==> src/hw/stir_pkg.sv <==
// shared constants and types for the scan instruction and test register block
package stir_pkg;

    // register widths
    localparam int IR_W = 8;
    localparam int RTC_W = 11;
    localparam int MASK_W = 8;
    localparam int OP_W = 3;

    // run_test_control field positions
    localparam int RTC_MASK_MSB = 10;
    localparam int RTC_MASK_LSB = 3;
    localparam int RTC_OP_MSB = 2;
    localparam int RTC_OP_LSB = 0;

    // reset and capture values
    localparam logic [RTC_W-1:0] RTC_RESET = 11'h002;
    localparam logic [IR_W-1:0] IR_CAPTURE = 8'h81;
    localparam logic [IR_W-1:0] IR_RESET = 8'hff;

    // instruction opcodes, bit 7 keeps even parity
    localparam logic [IR_W-1:0] OPC_EXTEST_ZERO = 8'h00;
    localparam logic [IR_W-1:0] OPC_BYPASS = 8'h81;
    localparam logic [IR_W-1:0] OPC_SAMPLE = 8'h82;
    localparam logic [IR_W-1:0] OPC_EXTEST = 8'h03;
    localparam logic [IR_W-1:0] OPC_HIGHZ = 8'h06;
    localparam logic [IR_W-1:0] OPC_CLAMP = 8'h87;
    localparam logic [IR_W-1:0] OPC_RUN_TEST = 8'h09;
    localparam logic [IR_W-1:0] OPC_READ_NORMAL = 8'h0a;
    localparam logic [IR_W-1:0] OPC_READ_TEST = 8'h8b;
    localparam logic [IR_W-1:0] OPC_CELL_CHECK = 8'h0c;
    localparam logic [IR_W-1:0] OPC_TOGGLE_OUT = 8'h8d;
    localparam logic [IR_W-1:0] OPC_CTRL_NORMAL = 8'h8e;
    localparam logic [IR_W-1:0] OPC_CTRL_TEST = 8'h0f;

    // test access port controller states
    typedef enum logic [3:0] {
        TAP_RESET = 4'h0, TAP_IDLE = 4'h1, TAP_SEL_DR = 4'h2, TAP_CAP_DR = 4'h3,
        TAP_SHIFT_DR = 4'h4, TAP_EXIT1_DR = 4'h5, TAP_PAUSE_DR = 4'h6, TAP_EXIT2_DR = 4'h7,
        TAP_UPD_DR = 4'h8, TAP_SEL_IR = 4'h9, TAP_CAP_IR = 4'ha, TAP_SHIFT_IR = 4'hb,
        TAP_EXIT1_IR = 4'hc, TAP_PAUSE_IR = 4'hd, TAP_EXIT2_IR = 4'he, TAP_UPD_IR = 4'hf
    } stir_tap_t;

    // run-test operations decoded from the op code field
    typedef enum logic [2:0] {
        OP_SAMPLE_TOGGLE = 3'h0,
        OP_PRPG16 = 3'h1,
        OP_PSA16 = 3'h2,
        OP_PSA_PRPG8 = 3'h3,
        OP_PSA_COUNT8 = 3'h4
    } stir_op_t;

    // what the boundary chain loads in capture-dr
    typedef enum logic [1:0] {
        CAP_HOLD = 2'h0,
        CAP_PINS = 2'h1,
        CAP_INVERT = 2'h2
    } stir_cap_t;

    // decoded instruction handed to the boundary chain
    typedef struct packed {
        logic boundary_sel;
        logic bypass_sel;
        logic ctrl_sel;
        logic test_mode;
        logic highz;
        logic run_active;
        logic toggle_active;
        stir_cap_t cap_mode;
        stir_op_t run_op;
        logic [MASK_W-1:0] input_mask;
    } stir_ctl_t;

    // tck-edge strobes for the boundary chain
    typedef struct packed {
        logic logic_reset;
        logic capture_dr;
        logic shift_dr;
        logic update_dr;
        logic run_tick;
        logic run_update;
        logic chain_tdi;
    } stir_strobe_t;

endpackage

==> src/hw/stir_core.sv <==
// Functional notes
// - eleven-bit run_test_control shifts between tdi and tdo under control-scan codes
// - capture-dr leaves the run_test_control shift stage untouched
// - power-up or test-logic-reset sets run_test_control to 00000000010
// - tdi enters bit 10, bit 0 is presented at tdo
// - bits 10..3 mask inputs 8..1, bits 2..0 hold the op code
// - single-stage bypass path loads 0 in capture-dr
// - opcodes are eight bits, bit 7 gives even parity
// - extest codes 00000011 or 00000000 select chain, capture pins, test mode
// - bypass and every unlisted opcode select bypass, capture 0, normal mode
// - sample/preload 10000010 selects chain, captures pins, normal mode
// - highz 00000110 selects bypass and floats every bidirectional pin
// - clamp 10000111 selects bypass and enters test mode
// - run-test 00001001 selects bypass, test mode, runs op in run-test/idle
// - five run-test operations are decoded from the op code
// - read codes select chain, hold contents; 00001010 normal, 10001011 test
// - cell self-check 00001100 captures inverted cells, normal mode
// - toggle-outputs 10001101 selects bypass, toggles outputs in run-test/idle
// - while toggling, input cells hold and ignore the input pins
// - control-scan codes hold in capture-dr; 10001110 normal, 00001111 test
// - instruction captures 10000001, resets to bypass, updates in update-ir
// - op code X00 toggle, X01 pseudorandom_pattern_gen, X10 psa, 011 psa+pseudorandom_pattern_gen, 111 psa+count
// - run-test only with exactly one direction enabled, otherwise bypass
// - mask flag 1 excludes the matching input from signature compression
`timescale 1ns/1ps
module stir_core import stir_pkg::*; (
    input wire logic sys_clk, // system clock, 100 MHz
    input wire logic reset, // async reset, active high
    input wire logic tck, // test clock pin
    input wire logic tms, // test mode select pin
    input wire logic tdi, // test data in pin
    input wire logic chain_so, // serial out of the boundary chain
    input wire logic a_side_drive_enable, // a-side output enable cell
    input wire logic b_side_drive_enable, // b-side output enable cell
    output logic tdo, // test data out
    output logic tdo_oe, // tdo drive enable, high while driving
    output stir_ctl_t ctl, // decoded instruction for the chain
    output stir_strobe_t strobe // tck-edge strobes for the chain
);

    // all state of the block except the controller tracker in one record
    typedef struct packed {
        logic tck_m;
        logic tms_m;
        logic tdi_m;
        logic tck_s;
        logic tms_s;
        logic tdi_s;
        logic tck_p;
        logic [IR_W-1:0] ir_shift;
        logic [IR_W-1:0] ir_cur;
        logic [RTC_W-1:0] rtc_shift;
        logic [RTC_W-1:0] rtc_cur;
        logic bypass_stage;
        logic tdo_bit;
        logic tdo_en;
        stir_ctl_t ctl_cur;
    } stir_core_st_t;

    // controls of the bypass instruction
    localparam stir_ctl_t CTL_RESET = '{
        boundary_sel: 1'b0,
        bypass_sel: 1'b1,
        ctrl_sel: 1'b0,
        test_mode: 1'b0,
        highz: 1'b0,
        run_active: 1'b0,
        toggle_active: 1'b0,
        cap_mode: CAP_HOLD,
        run_op: OP_PSA16,
        input_mask: '0
    };

    // pins rest with mode select and data high
    localparam stir_core_st_t ST_RESET = '{
        tck_m: 1'b0,
        tms_m: 1'b1,
        tdi_m: 1'b1,
        tck_s: 1'b0,
        tms_s: 1'b1,
        tdi_s: 1'b1,
        tck_p: 1'b0,
        ir_shift: IR_RESET,
        ir_cur: IR_RESET,
        rtc_shift: RTC_RESET,
        rtc_cur: RTC_RESET,
        bypass_stage: 1'b0,
        tdo_bit: 1'b0,
        tdo_en: 1'b0,
        ctl_cur: CTL_RESET
    };

    // block state, its next value and the tracker state
    stir_core_st_t st_q;
    stir_core_st_t st_d;
    stir_tap_t tap_state;
    logic tck_rise;
    logic tck_fall;

    // op code field to run-test operation
    function automatic stir_op_t decode_op(input logic [OP_W-1:0] code);
        stir_op_t op;
        op = OP_SAMPLE_TOGGLE;
        casez (code)
            3'b?00: op = OP_SAMPLE_TOGGLE;
            3'b?01: op = OP_PRPG16;
            3'b?10: op = OP_PSA16;
            3'b011: op = OP_PSA_PRPG8;
            3'b111: op = OP_PSA_COUNT8;
            default: op = OP_SAMPLE_TOGGLE;
        endcase
        return op;
    endfunction

    // run-test/idle with a run or toggle instruction
    function automatic logic in_run_phase(input stir_tap_t s, input stir_ctl_t c);
        return (s == TAP_IDLE) & (c.run_active | c.toggle_active);
    endfunction

    // instruction plus run_test_control to the chain controls
    function automatic stir_ctl_t decode_instr(
        input logic [IR_W-1:0] ir,
        input logic [RTC_W-1:0] rtc,
        input logic a_en,
        input logic b_en
    );
        stir_ctl_t c;
        logic one_dir;
        c = CTL_RESET;
        one_dir = a_en ^ b_en;
        // exact 8-bit match: odd-parity or unlisted codes fall to bypass
        case (ir)
            OPC_EXTEST_ZERO, OPC_EXTEST: begin
                // chain drives core and pins, captures pins and core outputs
                c.bypass_sel = 1'b0;
                c.boundary_sel = 1'b1;
                c.test_mode = 1'b1;
                c.cap_mode = CAP_PINS;
            end

            // sample/preload: chain selected, core runs on
            OPC_SAMPLE: begin
                c.bypass_sel = 1'b0;
                c.boundary_sel = 1'b1;
                c.cap_mode = CAP_PINS;
            end

            // highz: bypass, pins float, core still runs
            OPC_HIGHZ: begin
                c.highz = 1'b1;
            end

            // clamp: bypass, cells drive core and pins
            OPC_CLAMP: begin
                c.test_mode = 1'b1;
            end

            // run-test: bypass, op comes from the control word
            OPC_RUN_TEST: begin
                // with both enables equal the device acts as in bypass
                if (one_dir) begin
                    c.test_mode = 1'b1;
                    c.run_active = 1'b1;
                end
            end

            // boundary read: chain holds in capture
            OPC_READ_NORMAL, OPC_READ_TEST: begin
                c.bypass_sel = 1'b0;
                c.boundary_sel = 1'b1;
                c.cap_mode = CAP_HOLD;
                c.test_mode = (ir == OPC_READ_TEST);
            end

            // self check: cells capture their inverse
            OPC_CELL_CHECK: begin
                c.bypass_sel = 1'b0;
                c.boundary_sel = 1'b1;
                c.cap_mode = CAP_INVERT;
            end

            // toggle outputs: bypass, run strobes drive the chain
            OPC_TOGGLE_OUT: begin
                // input cells hold: the chain is told not to sample pins
                c.test_mode = 1'b1;
                c.toggle_active = 1'b1;
                c.run_op = OP_SAMPLE_TOGGLE;
            end

            // control scan: run_test_control in the path
            OPC_CTRL_NORMAL, OPC_CTRL_TEST: begin
                c.bypass_sel = 1'b0;
                c.ctrl_sel = 1'b1;
                c.test_mode = (ir == OPC_CTRL_TEST);
            end

            // bypass and every unlisted or odd-parity code
            default: begin
                c.bypass_sel = 1'b1;
            end
        endcase
        if (!c.toggle_active) begin
            c.run_op = decode_op(rtc[RTC_OP_MSB:RTC_OP_LSB]);
        end
        // mask of 1 drops that input of the active direction from compression
        c.input_mask = rtc[RTC_MASK_MSB:RTC_MASK_LSB];
        return c;
    endfunction

    // controller state tracker, stepped on rising tck
    stir_tap u_tap (
        .sys_clk(sys_clk),
        .reset(reset),
        .tck_rise(tck_rise),
        .tms(st_q.tms_s),
        .state(tap_state)
    );

    // tck edges found from the synchronised copy and its delay
    assign tck_rise = st_q.tck_s & ~st_q.tck_p;
    assign tck_fall = ~st_q.tck_s & st_q.tck_p;

    // next-state logic for pins, shift stages, shadows and tdo
    always_comb begin
        st_d = st_q;

        // two-stage synchronisers, first stage only feeds the second
        st_d.tck_m = tck;
        st_d.tms_m = tms;
        st_d.tdi_m = tdi;
        st_d.tck_s = st_q.tck_m;
        st_d.tms_s = st_q.tms_m;
        st_d.tdi_s = st_q.tdi_m;
        st_d.tck_p = st_q.tck_s;

        // rising tck: capture and shift in the state being left
        if (tck_rise) begin
            case (tap_state)
                // fixed status word for the controller to inspect
                TAP_CAP_IR: begin
                    st_d.ir_shift = IR_CAPTURE;
                end
                // instruction bits enter at the top
                TAP_SHIFT_IR: begin
                    st_d.ir_shift = {st_q.tdi_s, st_q.ir_shift[IR_W-1:1]};
                end
                TAP_CAP_DR: begin
                    // run_test_control shift stage keeps its value here
                    if (st_q.ctl_cur.bypass_sel) begin
                        st_d.bypass_stage = 1'b0;
                    end
                end
                // selected data stage takes tdi
                TAP_SHIFT_DR: begin
                    if (st_q.ctl_cur.bypass_sel) begin
                        st_d.bypass_stage = st_q.tdi_s;
                    end
                    if (st_q.ctl_cur.ctrl_sel) begin
                        st_d.rtc_shift = {st_q.tdi_s, st_q.rtc_shift[RTC_W-1:1]};
                    end
                end
                default: begin
                    st_d.bypass_stage = st_q.bypass_stage;
                end
            endcase
        end

        // falling tck: tdo changes and shadows update
        if (tck_fall) begin
            st_d.tdo_en = 1'b0;
            case (tap_state)
                // instruction lsb first out
                TAP_SHIFT_IR: begin
                    st_d.tdo_bit = st_q.ir_shift[0];
                    st_d.tdo_en = 1'b1;
                end
                // tdo from the selected data register
                TAP_SHIFT_DR: begin
                    st_d.tdo_en = 1'b1;
                    if (st_q.ctl_cur.ctrl_sel) begin
                        st_d.tdo_bit = st_q.rtc_shift[0];
                    end else if (st_q.ctl_cur.boundary_sel) begin
                        st_d.tdo_bit = chain_so;
                    end else begin
                        st_d.tdo_bit = st_q.bypass_stage;
                    end
                end
                // new instruction takes effect here
                TAP_UPD_IR: begin
                    st_d.ir_cur = st_q.ir_shift;
                end
                // shadow copies the shift stage
                TAP_UPD_DR: begin
                    if (st_q.ctl_cur.ctrl_sel) begin
                        st_d.rtc_cur = st_q.rtc_shift;
                    end
                end
                default: begin
                    st_d.tdo_bit = st_q.tdo_bit;
                end
            endcase
        end

        // test-logic-reset returns instruction and control to defaults
        // reloaded each cycle there, so a tms-only reset suffices
        if (tap_state == TAP_RESET) begin
            st_d.ir_cur = IR_RESET;
            st_d.ir_shift = IR_RESET;
            st_d.rtc_cur = RTC_RESET;
            st_d.rtc_shift = RTC_RESET;
            st_d.tdo_en = 1'b0;
        end

        // decoded controls follow the instruction shadow
        st_d.ctl_cur = decode_instr(st_q.ir_cur, st_q.rtc_cur,
            a_side_drive_enable, b_side_drive_enable);
    end

    // single register for the whole block, the controller tracker keeps its own
    always_ff @(posedge sys_clk or posedge reset) begin
        if (reset) begin
            st_q <= ST_RESET;
        end else begin
            st_q <= st_d;
        end
    end

    // registered outputs
    assign tdo = st_q.tdo_bit;
    assign tdo_oe = st_q.tdo_en;
    assign ctl = st_q.ctl_cur;

    // strobes for the boundary chain, edge strobes one sys_clk wide, logic_reset held through test-logic-reset
    always_comb begin
        strobe.logic_reset = (tap_state == TAP_RESET);
        strobe.capture_dr = tck_rise & (tap_state == TAP_CAP_DR);
        strobe.shift_dr = tck_rise & (tap_state == TAP_SHIFT_DR);
        strobe.update_dr = tck_fall & (tap_state == TAP_UPD_DR);
        // run-test and toggle act only in run-test/idle
        strobe.run_tick = tck_rise & in_run_phase(tap_state, st_q.ctl_cur);
        strobe.run_update = tck_fall & in_run_phase(tap_state, st_q.ctl_cur);
        strobe.chain_tdi = st_q.tdi_s;
    end

endmodule

==> src/hw/stir_tap.sv <==
`timescale 1ns/1ps
module stir_tap import stir_pkg::*; (
    input wire logic sys_clk, // system clock
    input wire logic reset, // async reset, active high
    input wire logic tck_rise, // one-cycle pulse on a tck rising edge
    input wire logic tms, // synchronised mode select
    output stir_tap_t state // present controller state
);

    typedef struct packed {
        stir_tap_t tap;
    } stir_tap_st_t;

    stir_tap_st_t st_q;
    stir_tap_st_t st_d;

    // advance the controller on each rising tck edge
    always_comb begin
        st_d = st_q;
        if (tck_rise) begin
            case (st_q.tap)
                TAP_RESET: st_d.tap = tms ? TAP_RESET : TAP_IDLE;
                TAP_IDLE: st_d.tap = tms ? TAP_SEL_DR : TAP_IDLE;
                TAP_SEL_DR: st_d.tap = tms ? TAP_SEL_IR : TAP_CAP_DR;
                TAP_CAP_DR: st_d.tap = tms ? TAP_EXIT1_DR : TAP_SHIFT_DR;
                TAP_SHIFT_DR: st_d.tap = tms ? TAP_EXIT1_DR : TAP_SHIFT_DR;
                TAP_EXIT1_DR: st_d.tap = tms ? TAP_UPD_DR : TAP_PAUSE_DR;
                TAP_PAUSE_DR: st_d.tap = tms ? TAP_EXIT2_DR : TAP_PAUSE_DR;
                TAP_EXIT2_DR: st_d.tap = tms ? TAP_UPD_DR : TAP_SHIFT_DR;
                TAP_UPD_DR: st_d.tap = tms ? TAP_SEL_DR : TAP_IDLE;
                TAP_SEL_IR: st_d.tap = tms ? TAP_RESET : TAP_CAP_IR;
                TAP_CAP_IR: st_d.tap = tms ? TAP_EXIT1_IR : TAP_SHIFT_IR;
                TAP_SHIFT_IR: st_d.tap = tms ? TAP_EXIT1_IR : TAP_SHIFT_IR;
                TAP_EXIT1_IR: st_d.tap = tms ? TAP_UPD_IR : TAP_PAUSE_IR;
                TAP_PAUSE_IR: st_d.tap = tms ? TAP_EXIT2_IR : TAP_PAUSE_IR;
                TAP_EXIT2_IR: st_d.tap = tms ? TAP_UPD_IR : TAP_SHIFT_IR;
                TAP_UPD_IR: st_d.tap = tms ? TAP_SEL_DR : TAP_IDLE;
                default: st_d.tap = TAP_RESET;
            endcase
        end
    end

    // state register, power-up lands in test-logic-reset
    always_ff @(posedge sys_clk or posedge reset) begin
        if (reset) begin
            st_q <= '{tap: TAP_RESET};
        end else begin
            st_q <= st_d;
        end
    end

    assign state = st_q.tap;

endmodule

==> config.mk <==
export PLATFORM = sky130hd
export DESIGN_NAME = stir_core
export DESIGN_NICKNAME = d
export VERILOG_FILES = /design/src/hw/stir_pkg.sv /design/src/hw/stir_core.sv /design/src/hw/stir_tap.sv
export SDC_FILE = /design/constraint.sdc
export NUM_CORES = 1
export LEC_CHECK = 0
export ABC_CLOCK_PERIOD_IN_PS = 3800
export BUFFER_PORTS_ARGS = -buffer_cell sky130_fd_sc_hd__buf_2
export CAP_MARGIN = 20
export CORE_ASPECT_RATIO = 1.2
export CORE_MARGIN = 1.5
export CORE_UTILIZATION = 35
export CTS_CLUSTER_DIAMETER = 100
export CTS_CLUSTER_SIZE = 20
export DETAILED_ROUTE_END_ITERATION = 10
export GPL_TIMING_DRIVEN = 0
export SYNTH_ARGS = -nofsm -noshare
export SYNTH_HDL_FRONTEND = slang
export SYNTH_SLANG_ARGS = --single-unit
==> constraint.sdc <==
create_clock -name sys_clk -period 3.8 [get_ports sys_clk]
set_input_delay 0.57 -clock sys_clk [delete_from_list [all_inputs] [get_ports sys_clk]]
set_output_delay 0.57 -clock sys_clk [all_outputs]
set_load 0.1 [all_outputs]
==> metrics.md, run 1 <==
| Metric | Value |
|---|---|
| Status | `completed` |
| CTS tree | `built` |
| Postcts setup bufs | `0` |
| Global-route usage over all layers | `0.138` |
| Cells after Synth | `around 330` |
| CTS Sinks | `72` |
| DRT Wirelength | `approximately 6.6 mm` |
| Post-route minimum period | `2.94 ns` |
| CTS clk-pin slew, worst paths | `0.06 ns` |
| Top fanout value on the critical path | `10` |
| Die ar. | `10200 um^2` |
| Slew Limit Fails | `0` |
| #FFs+latches synth | `between 70 and 80` |
| # resized after CTS | `0` |
| Vias | `2430` |
| Average size of a mapped cell | `10.1 um^2` |
| Maximum vdd ir drop | `~0.00024 V` |
| Height of the die | `111 um` |
| CP max stage cell | `buf_2` |
| Design area | `approximately 4000 um^2` |
| Vias in the first global route | `2267` |
| TNS Setup | `0 ns` |
| 1st-iter DRT viols | `119` |
| Final hold vios | `0` |
| Worst setup EP type | `primary output` |
| Dpl cell area | `3710 um^2` |
| Multi-input logic area | `1250 um^2` |
| Post-route antenna net violation count | `0` |
| Core area | `9470 um^2` |
| Yosys warns | `0` |
| Syn Nets | `341` |
| Worst-skew pair later-pin latency | `0.32 ns` |
| Pre-CTS setup slack | `between 1 and 1.5 ns` |
| Post-synth EDFFs | `0` |
| Layout Nets | `around 390` |
| Fin crit share | `0.774` |
| Sequential fraction of the synthesis area | `0.543` |
| Clock Skews | `around 0.0066 ns` |
| Max-slew headroom | `0.424` |
| Top Ports | `37` |
| Post-DP HPWL | `4.52 mm` |
| Max_cap viols | `0` |
| CP arrival | `roughly 2.4 ns` |
| Fillers | `938` |
| Synth-to-Final Area Change | `19.4%` |
| Initial Util | `0.356` |
| Asr flop ratio synth | `1.00` |
| Setup violations, final | `0` |
| Max clock buf depth | `2` |
| Remaining DRCs | `0` |
| Min Hold Slack | `around 0.34 ns` |
| Drt first pass iters | `4` |
| Synth Flop Type | `dfrtp_1` |
| I/O Buffers | `36` |
| Yosys cell types | `47` |
| Pwr/cell area | `588 nW/um^2` |
| Row Count | `39` |
| Ant diodes | `0` |
| Lkg Pwr | `1.93 nW` |
| Wire per inst | `13.0 um` |
| Worst R2R Path Depth | `6` |
| Slew @ Worst Pin | `0.864 ns` |
| Reg area | `1830 um^2` |
| Achievable Freq | `340 MHz` |
| Hold Path Class | `in -> reg` |
| First-pass GRT wire length | `11.1 mm` |
| Ratio of cells with drive above 1 in the final layout | `0.299` |
| Pin count of the biggest net entering global routing | `73` |
| Avg Vias per Cell | `4.78` |
| RSZ-0062 raised after global routing | `no` |
| CTS root buf | `clkbuf_16` |
| Critical-path cell list | `buf_4, nor2_1, nand2_1, inv_1, clkbuf_1, buf_2` |
| CP required | `3.23 ns` |
| CP Launch Type | `flop` |
| Final Util | `0.425` |
| # hold bufs at CTS | `0` |
| Initial antenna violation count | `0` |
| Critical path's largest stage delay | `0.52 ns` |
| Synthesized area | `3370 um^2` |
| Die width | `92.6 um` |
| Setup CP Type | `reg -> out` |
| Total CTS buffers | `9` |
| CTS H-tree depth | `3` |
| Fin worst setup slack | `0.857 ns` |
| Gr ovfl total | `0` |
| GPL Wtd Cong | `0.857` |
| Worst hold stages | `1` |
## cells in the mapped netlist (4+ instances only)
master,number,share of area
clkbuf_1,12,0.013
buf_4,23,0.051
nor3_1,6,0.0089
nor2_1,21,0.023
nand2_1,50,0.056
xor2_1,5,0.013
o21a_1,4,0.0089
mux2i_1,20,0.059
inv_1,7,0.0078
a21oi_1,17,0.025
dfrtp_1,48,0.36
nand2b_1,5,0.0093
nor2b_1,5,0.0093
buf_2,6,0.0089
nor4_1,8,0.015
dfstp_2,24,0.19
nand3_1,21,0.031
o21ai_0,7,0.010
## worst paths after layout
kind	from	to	slack, ns
max	u_tap.state[2]	strobe[6]	0.86
min	tdi	st_d[62]	0.34
max in group asynchronous	reset	st_d[61]	2.82
min in group asynchronous	reset	ctl[10]	0.43
min reg2reg	st_d[64]	st_d[61]	0.35
max reg2reg	u_tap.state[2]	st_q[25]	2.04
## power by group
part | internal, W | switching, W | leakage (nW)
Clock | 0.000571 | 0.000309 | 0.146
Sequential | 0.000814 | 0.0000376 | 0.908
Combinational | 0.000170 | 0.000465 | 0.875
Total | 0.00156 | 0.000811 | 1.93
## sequential cells by signal (all words and copies together), names as in the netlist
name	flops
tdo_oe	1
tdo	1
ctl	20
u_tap.state	4
st_d	12
strobe	1
st_q	33
## worst max-delay path: cells and delay by family, from the launching register on
kind	cells	cell delay, ns
flip-flops	1	0.40
buffers and inverters	4	1.20
AND/OR/NAND/NOR	2	0.43
## cell type report
type | instances | area share
sequential | 72 | 0.455
multi-input combinational | 210 | 0.311
buffer | 44 | 0.0662
clock buffer | 10 | 0.0569
timing repair buffer | 36 | 0.0447
tap | 123 | 0.0382
clock inverter | 6 | 0.0208
inverter | 7 | 0.00715
## cells by family (layout without fill, tap and decap cells)
family | Yosys count | in the layout | share of synthesized area
flip-flops | 72 | 72 | 0.543
buffers and inverters | 51 | 103 | 0.0868
XOR/XNOR | 7 | 7 | 0.0226
multiplexers | 22 | 22 | 0.0660
AO/OA/AOI/OAI | 47 | 47 | 0.0850
AND/OR/NAND/NOR | 134 | 134 | 0.196
## stage by stage
| stage | power [W] | cells |
|---|---|---|
| final | 0.00237 | 508 |
| after global routing | 0.00250 | 508 |
| after CTS | 0.00239 | 508 |
| after detailed placement | 0.00150 | 492 |
| after global placement | 0.00149 | 492 |
| after floorplan | 0.00136 | 333 |
## placed cells by master, fill, tap and decap left out, types with 4 or more instances in the layout
cell type and count:
o21a_1 4, dfstp_2 24, xor2_1 5, nand3_1 21
a21oi_1 17, nor3_1 6, nor4_1 7, nor2b_1 5
nor2_1 21, clkbuf_1 13, buf_4 23, buf_2 42
inv_1 6, dfrtp_1 48, mux2i_1 20, o21ai_0 7
clkbuf_16 9, nand2_1 50, nand2b_1 5
## metal layers
layer | global-route usage | part of all wire | wire length, um
met5 | 0 | 0 | 0
met4 | 0.0554 | 0.012 | 78
met3 | 0.0365 | 0.040 | 265
met2 | 0.210 | 0.48 | 3170
met1 | 0.186 | 0.47 | 3100
(Power assumes the default switching activity.)
==> run 2, diff against run 1 <==
--- a/config.mk
+++ b/config.mk
@@ -5,7 +5,7 @@
 export SDC_FILE = /design/constraint.sdc
 export NUM_CORES = 1
 export LEC_CHECK = 0
-export ABC_CLOCK_PERIOD_IN_PS = 3800
+export ABC_CLOCK_PERIOD_IN_PS = 2800
 export BUFFER_PORTS_ARGS = -buffer_cell sky130_fd_sc_hd__buf_2
 export CAP_MARGIN = 20
 export CORE_ASPECT_RATIO = 1.2
==> constraint.sdc (replaced) <==
create_clock -name sys_clk -period 2.8 [get_ports sys_clk]
set_input_delay 0.42 -clock sys_clk [delete_from_list [all_inputs] [get_ports sys_clk]]
set_output_delay 0.42 -clock sys_clk [all_outputs]
set_load 0.1 [all_outputs]
==> metrics.md, run 2 (synthesized netlist as in run 1, its figures left out) <==
| Metric | Value |
|---|---|
| Status | `completed` |
| # hold bufs at CTS | `0 (unchanged)` |
| DRT Wirelength | `6.65 mm (+0.65%)` |
| Worst setup EP type | `primary output` |
| CTS root buf | `clkbuf_16` |
| Setup violations, final | `0 (unchanged)` |
| Max-slew headroom | `0.420 (-0.00363)` |
| CTS tree | `built` |
| Total net switching power | `0.00115 W (+42%)` |
| Vias | `2435 (+0.21%)` |
| Post-route antenna net violation count | `0 (unchanged)` |
| Synth-to-Final Area Change | `19.8%` |
| Pwr/cell area | `789 nW/um^2 (+34%)` |
| Largest Register | `st_q` |
| Lkg Pwr | `1.93 nW (about the same)` |
| Slew @ Worst Pin | `0.870 ns (+0.00545 ns)` |
| CTS clk-pin slew, worst paths | `0.06 ns (about the same)` |
| Pin count of the biggest net entering global routing | `73 (unchanged)` |
| Achievable Freq | `393 MHz` |
| Gr ovfl total | `0 (unchanged)` |
| GPL Wtd Cong | `0.843 (-1.7%)` |
| Placed insts | `492 (unchanged)` |
| Pre-CTS setup slack | `0.355 ns (-0.836 ns)` |
| Remaining DRCs | `0 (unchanged)` |
| Setup CP Type | `reg -> out` |
| Sequential power share | `0.361 (about the same)` |
| CP required | `2.38 ns (-0.85 ns)` |
| Top Ports | `37 (unchanged)` |
| Non-filler instance count after layout | `507 (-0.20%)` |
| Ant diodes | `0 (unchanged)` |
| Min-delay src | `tms` |
| Max clock buf depth | `2 (unchanged)` |
| Ratio of cells with drive above 1 in the final layout | `0.310 (+0.0112)` |
| Layout Nets | `387 (-0.26%)` |
| Global-route usage over all layers | `0.145 (+0.00710)` |
| CP arrival | `2.12 ns (-0.25 ns)` |
| Row Count | `39 (unchanged)` |
| Die ar. | `10200 um^2 (unchanged)` |
| Initial Util | `0.356 (unchanged)` |
| Internal reg-to-reg setup slack | `0.91 ns (-1.13 ns)` |
| 1st-iter DRT viols | `116 (-2.5%)` |
| First-pass GRT wire length | `11.7 mm (+5.5%)` |
| Most common cell after layout, fill and taps aside | `nand2_1` |
| Dpl cell area | `3740 um^2 (+0.57%)` |
| Clock power share | `0.362 (-0.010)` |
| RR Endpoint | `st_q[35]` |
| Max_cap viols | `0 (unchanged)` |
| Top fanout value on the critical path | `10 (unchanged)` |
| CP Launch Type | `flop` |
| Worst R2R Path Depth | `7 (+1)` |
| Hold Path Class | `in -> reg` |
| WHS Endpoint | `st_d[63]` |
| Fin crit share | `0.909` |
| Avg Vias per Cell | `4.80 (+0.40%)` |
| Design area | `4040 um^2 (+0.31%)` |
| Slew Limit Fails | `0 (unchanged)` |
| Internal power | `0.00204 W (+31%)` |
| Wire per inst | `13.1 um (+0.85%)` |
| Final hold vios | `0 (unchanged)` |
| Die width | `92.6 um (unchanged)` |
| Initial antenna violation count | `0 (unchanged)` |
| Maximum vdd ir drop | `0.000339 V (+38%)` |
| Total CTS buffers | `9 (unchanged)` |
| Drt first pass iters | `4 (unchanged)` |
| Core area | `9470 um^2 (unchanged)` |
| Post-DP HPWL | `4.58 mm (+1.2%)` |
| CTS Sinks | `72 (unchanged)` |
| Fin worst setup slack | `0.256 ns (-0.601 ns)` |
| Worst-skew pair later-pin latency | `0.33 ns (about the same)` |
| Clock Skews | `0.00680 ns (+0.000172 ns)` |
| RSZ-0062 raised after global routing | `no` |
| Commonest non-fill, non-tap cells in the layout | `nand2_1, dfrtp_1, buf_2` |
| Height of the die | `111 um (unchanged)` |
| Design Power | `0.00319 W (+35%)` |
| Post-route minimum period | `around 2.5 ns` |
| Logic gate share of total power | `0.277 (+0.009)` |
| Number of flip-flops in the largest register | `33 (unchanged)` |
| CTS H-tree depth | `3 (unchanged)` |
| Origin of the critical flop-to-flop path | `u_tap.state[2]` |
| I/O Buffers | `36 (unchanged)` |
| Final Util | `0.427 (+0.00132)` |
| Fillers | `934 (-0.43%)` |
| Sw Ratio | `0.360 (+0.0177)` |
| Worst hold stages | `1 (unchanged)` |
| Vias in the first global route | `2320 (+2.3%)` |
==> run 2: layout make-up <==
class / count / area (um^2) / area share
repair buffers: 36 / 183 / 0.0452
clock buffers: 9 / 225 / 0.0557
well taps: 123 / 154 / 0.0381
multi-input cells: 210 / 1270 / 0.316
clock inverters: 7 / 80.1 / 0.0198
inverters: 7 / 28.8 / 0.00712
flip-flops and latches: 72 / 1830 / 0.453
plain buffers: 43 / 263 / 0.0650
==> run 2: routing by layer <==
| layer | share of wire | global-route usage | vias to the layer above |
|---|---|---|---|
| met1 | 0.48 | 0.192 | 1156 |
| met5 | 0 | 0 | - |
| met2 | 0.47 | 0.222 | 53 |
| li1 | - | - | 1214 |
| met3 | 0.035 | 0.0475 | 12 |
| met4 | 0.020 | 0.0503 | 0 |
==> run 2: timing repair <==
item                       4_1_cts  5_1_grt
cloned                           0        0
buffers inserted                 0        0
pin swaps                        0        0
resized for setup                1        0
setup endpoints to repair        1        1
==> run 2: power groups by stage <==
stage	sequential (W)	clock, W	combinational, W
3_5_place_dp	0.00117	0	0.000890
4_1_cts	0.00115	0.00119	0.000897
6_report	0.00115	0.00115	0.000883
5_1_grt	0.00116	0.00125	0.000968
2_1_floorplan	0.00125	0	0.000614
3_3_place_gp	0.00117	0	0.000879
==> run 2: worst max-delay path: stages (launching register included) <==
cell and delay, ns:
dfrtp_1 0.44, clkbuf_1 0.23, or2_2 0.37, nor4_2 0.28, buf_2 0.47
==> run 2: through the flow <==
stage	hold WS (ns)	TNS [ns]
after floorplan	0.331	-0.618
after global placement	0.335	-14.77
after detailed placement	0.335	0
after CTS	0.173	0
after global routing	0.169	0
final	0.183	0
==> run 2: worst max path at each step <==
stage,depth (start not counted),slack [ns],start,endpoint
5_1_grt,4,0.12,u_tap.state[1],strobe[1]
4_1_cts,6,0.12,u_tap.state[2],strobe[6]
3_3_place_gp,2,-0.31,reset,st_d[64]
2_1_floorplan,3,-0.31,u_tap.state[1],strobe[1]
6_report,4,0.26,u_tap.state[1],strobe[1]
3_5_place_dp,6,0.35,u_tap.state[2],strobe[6]
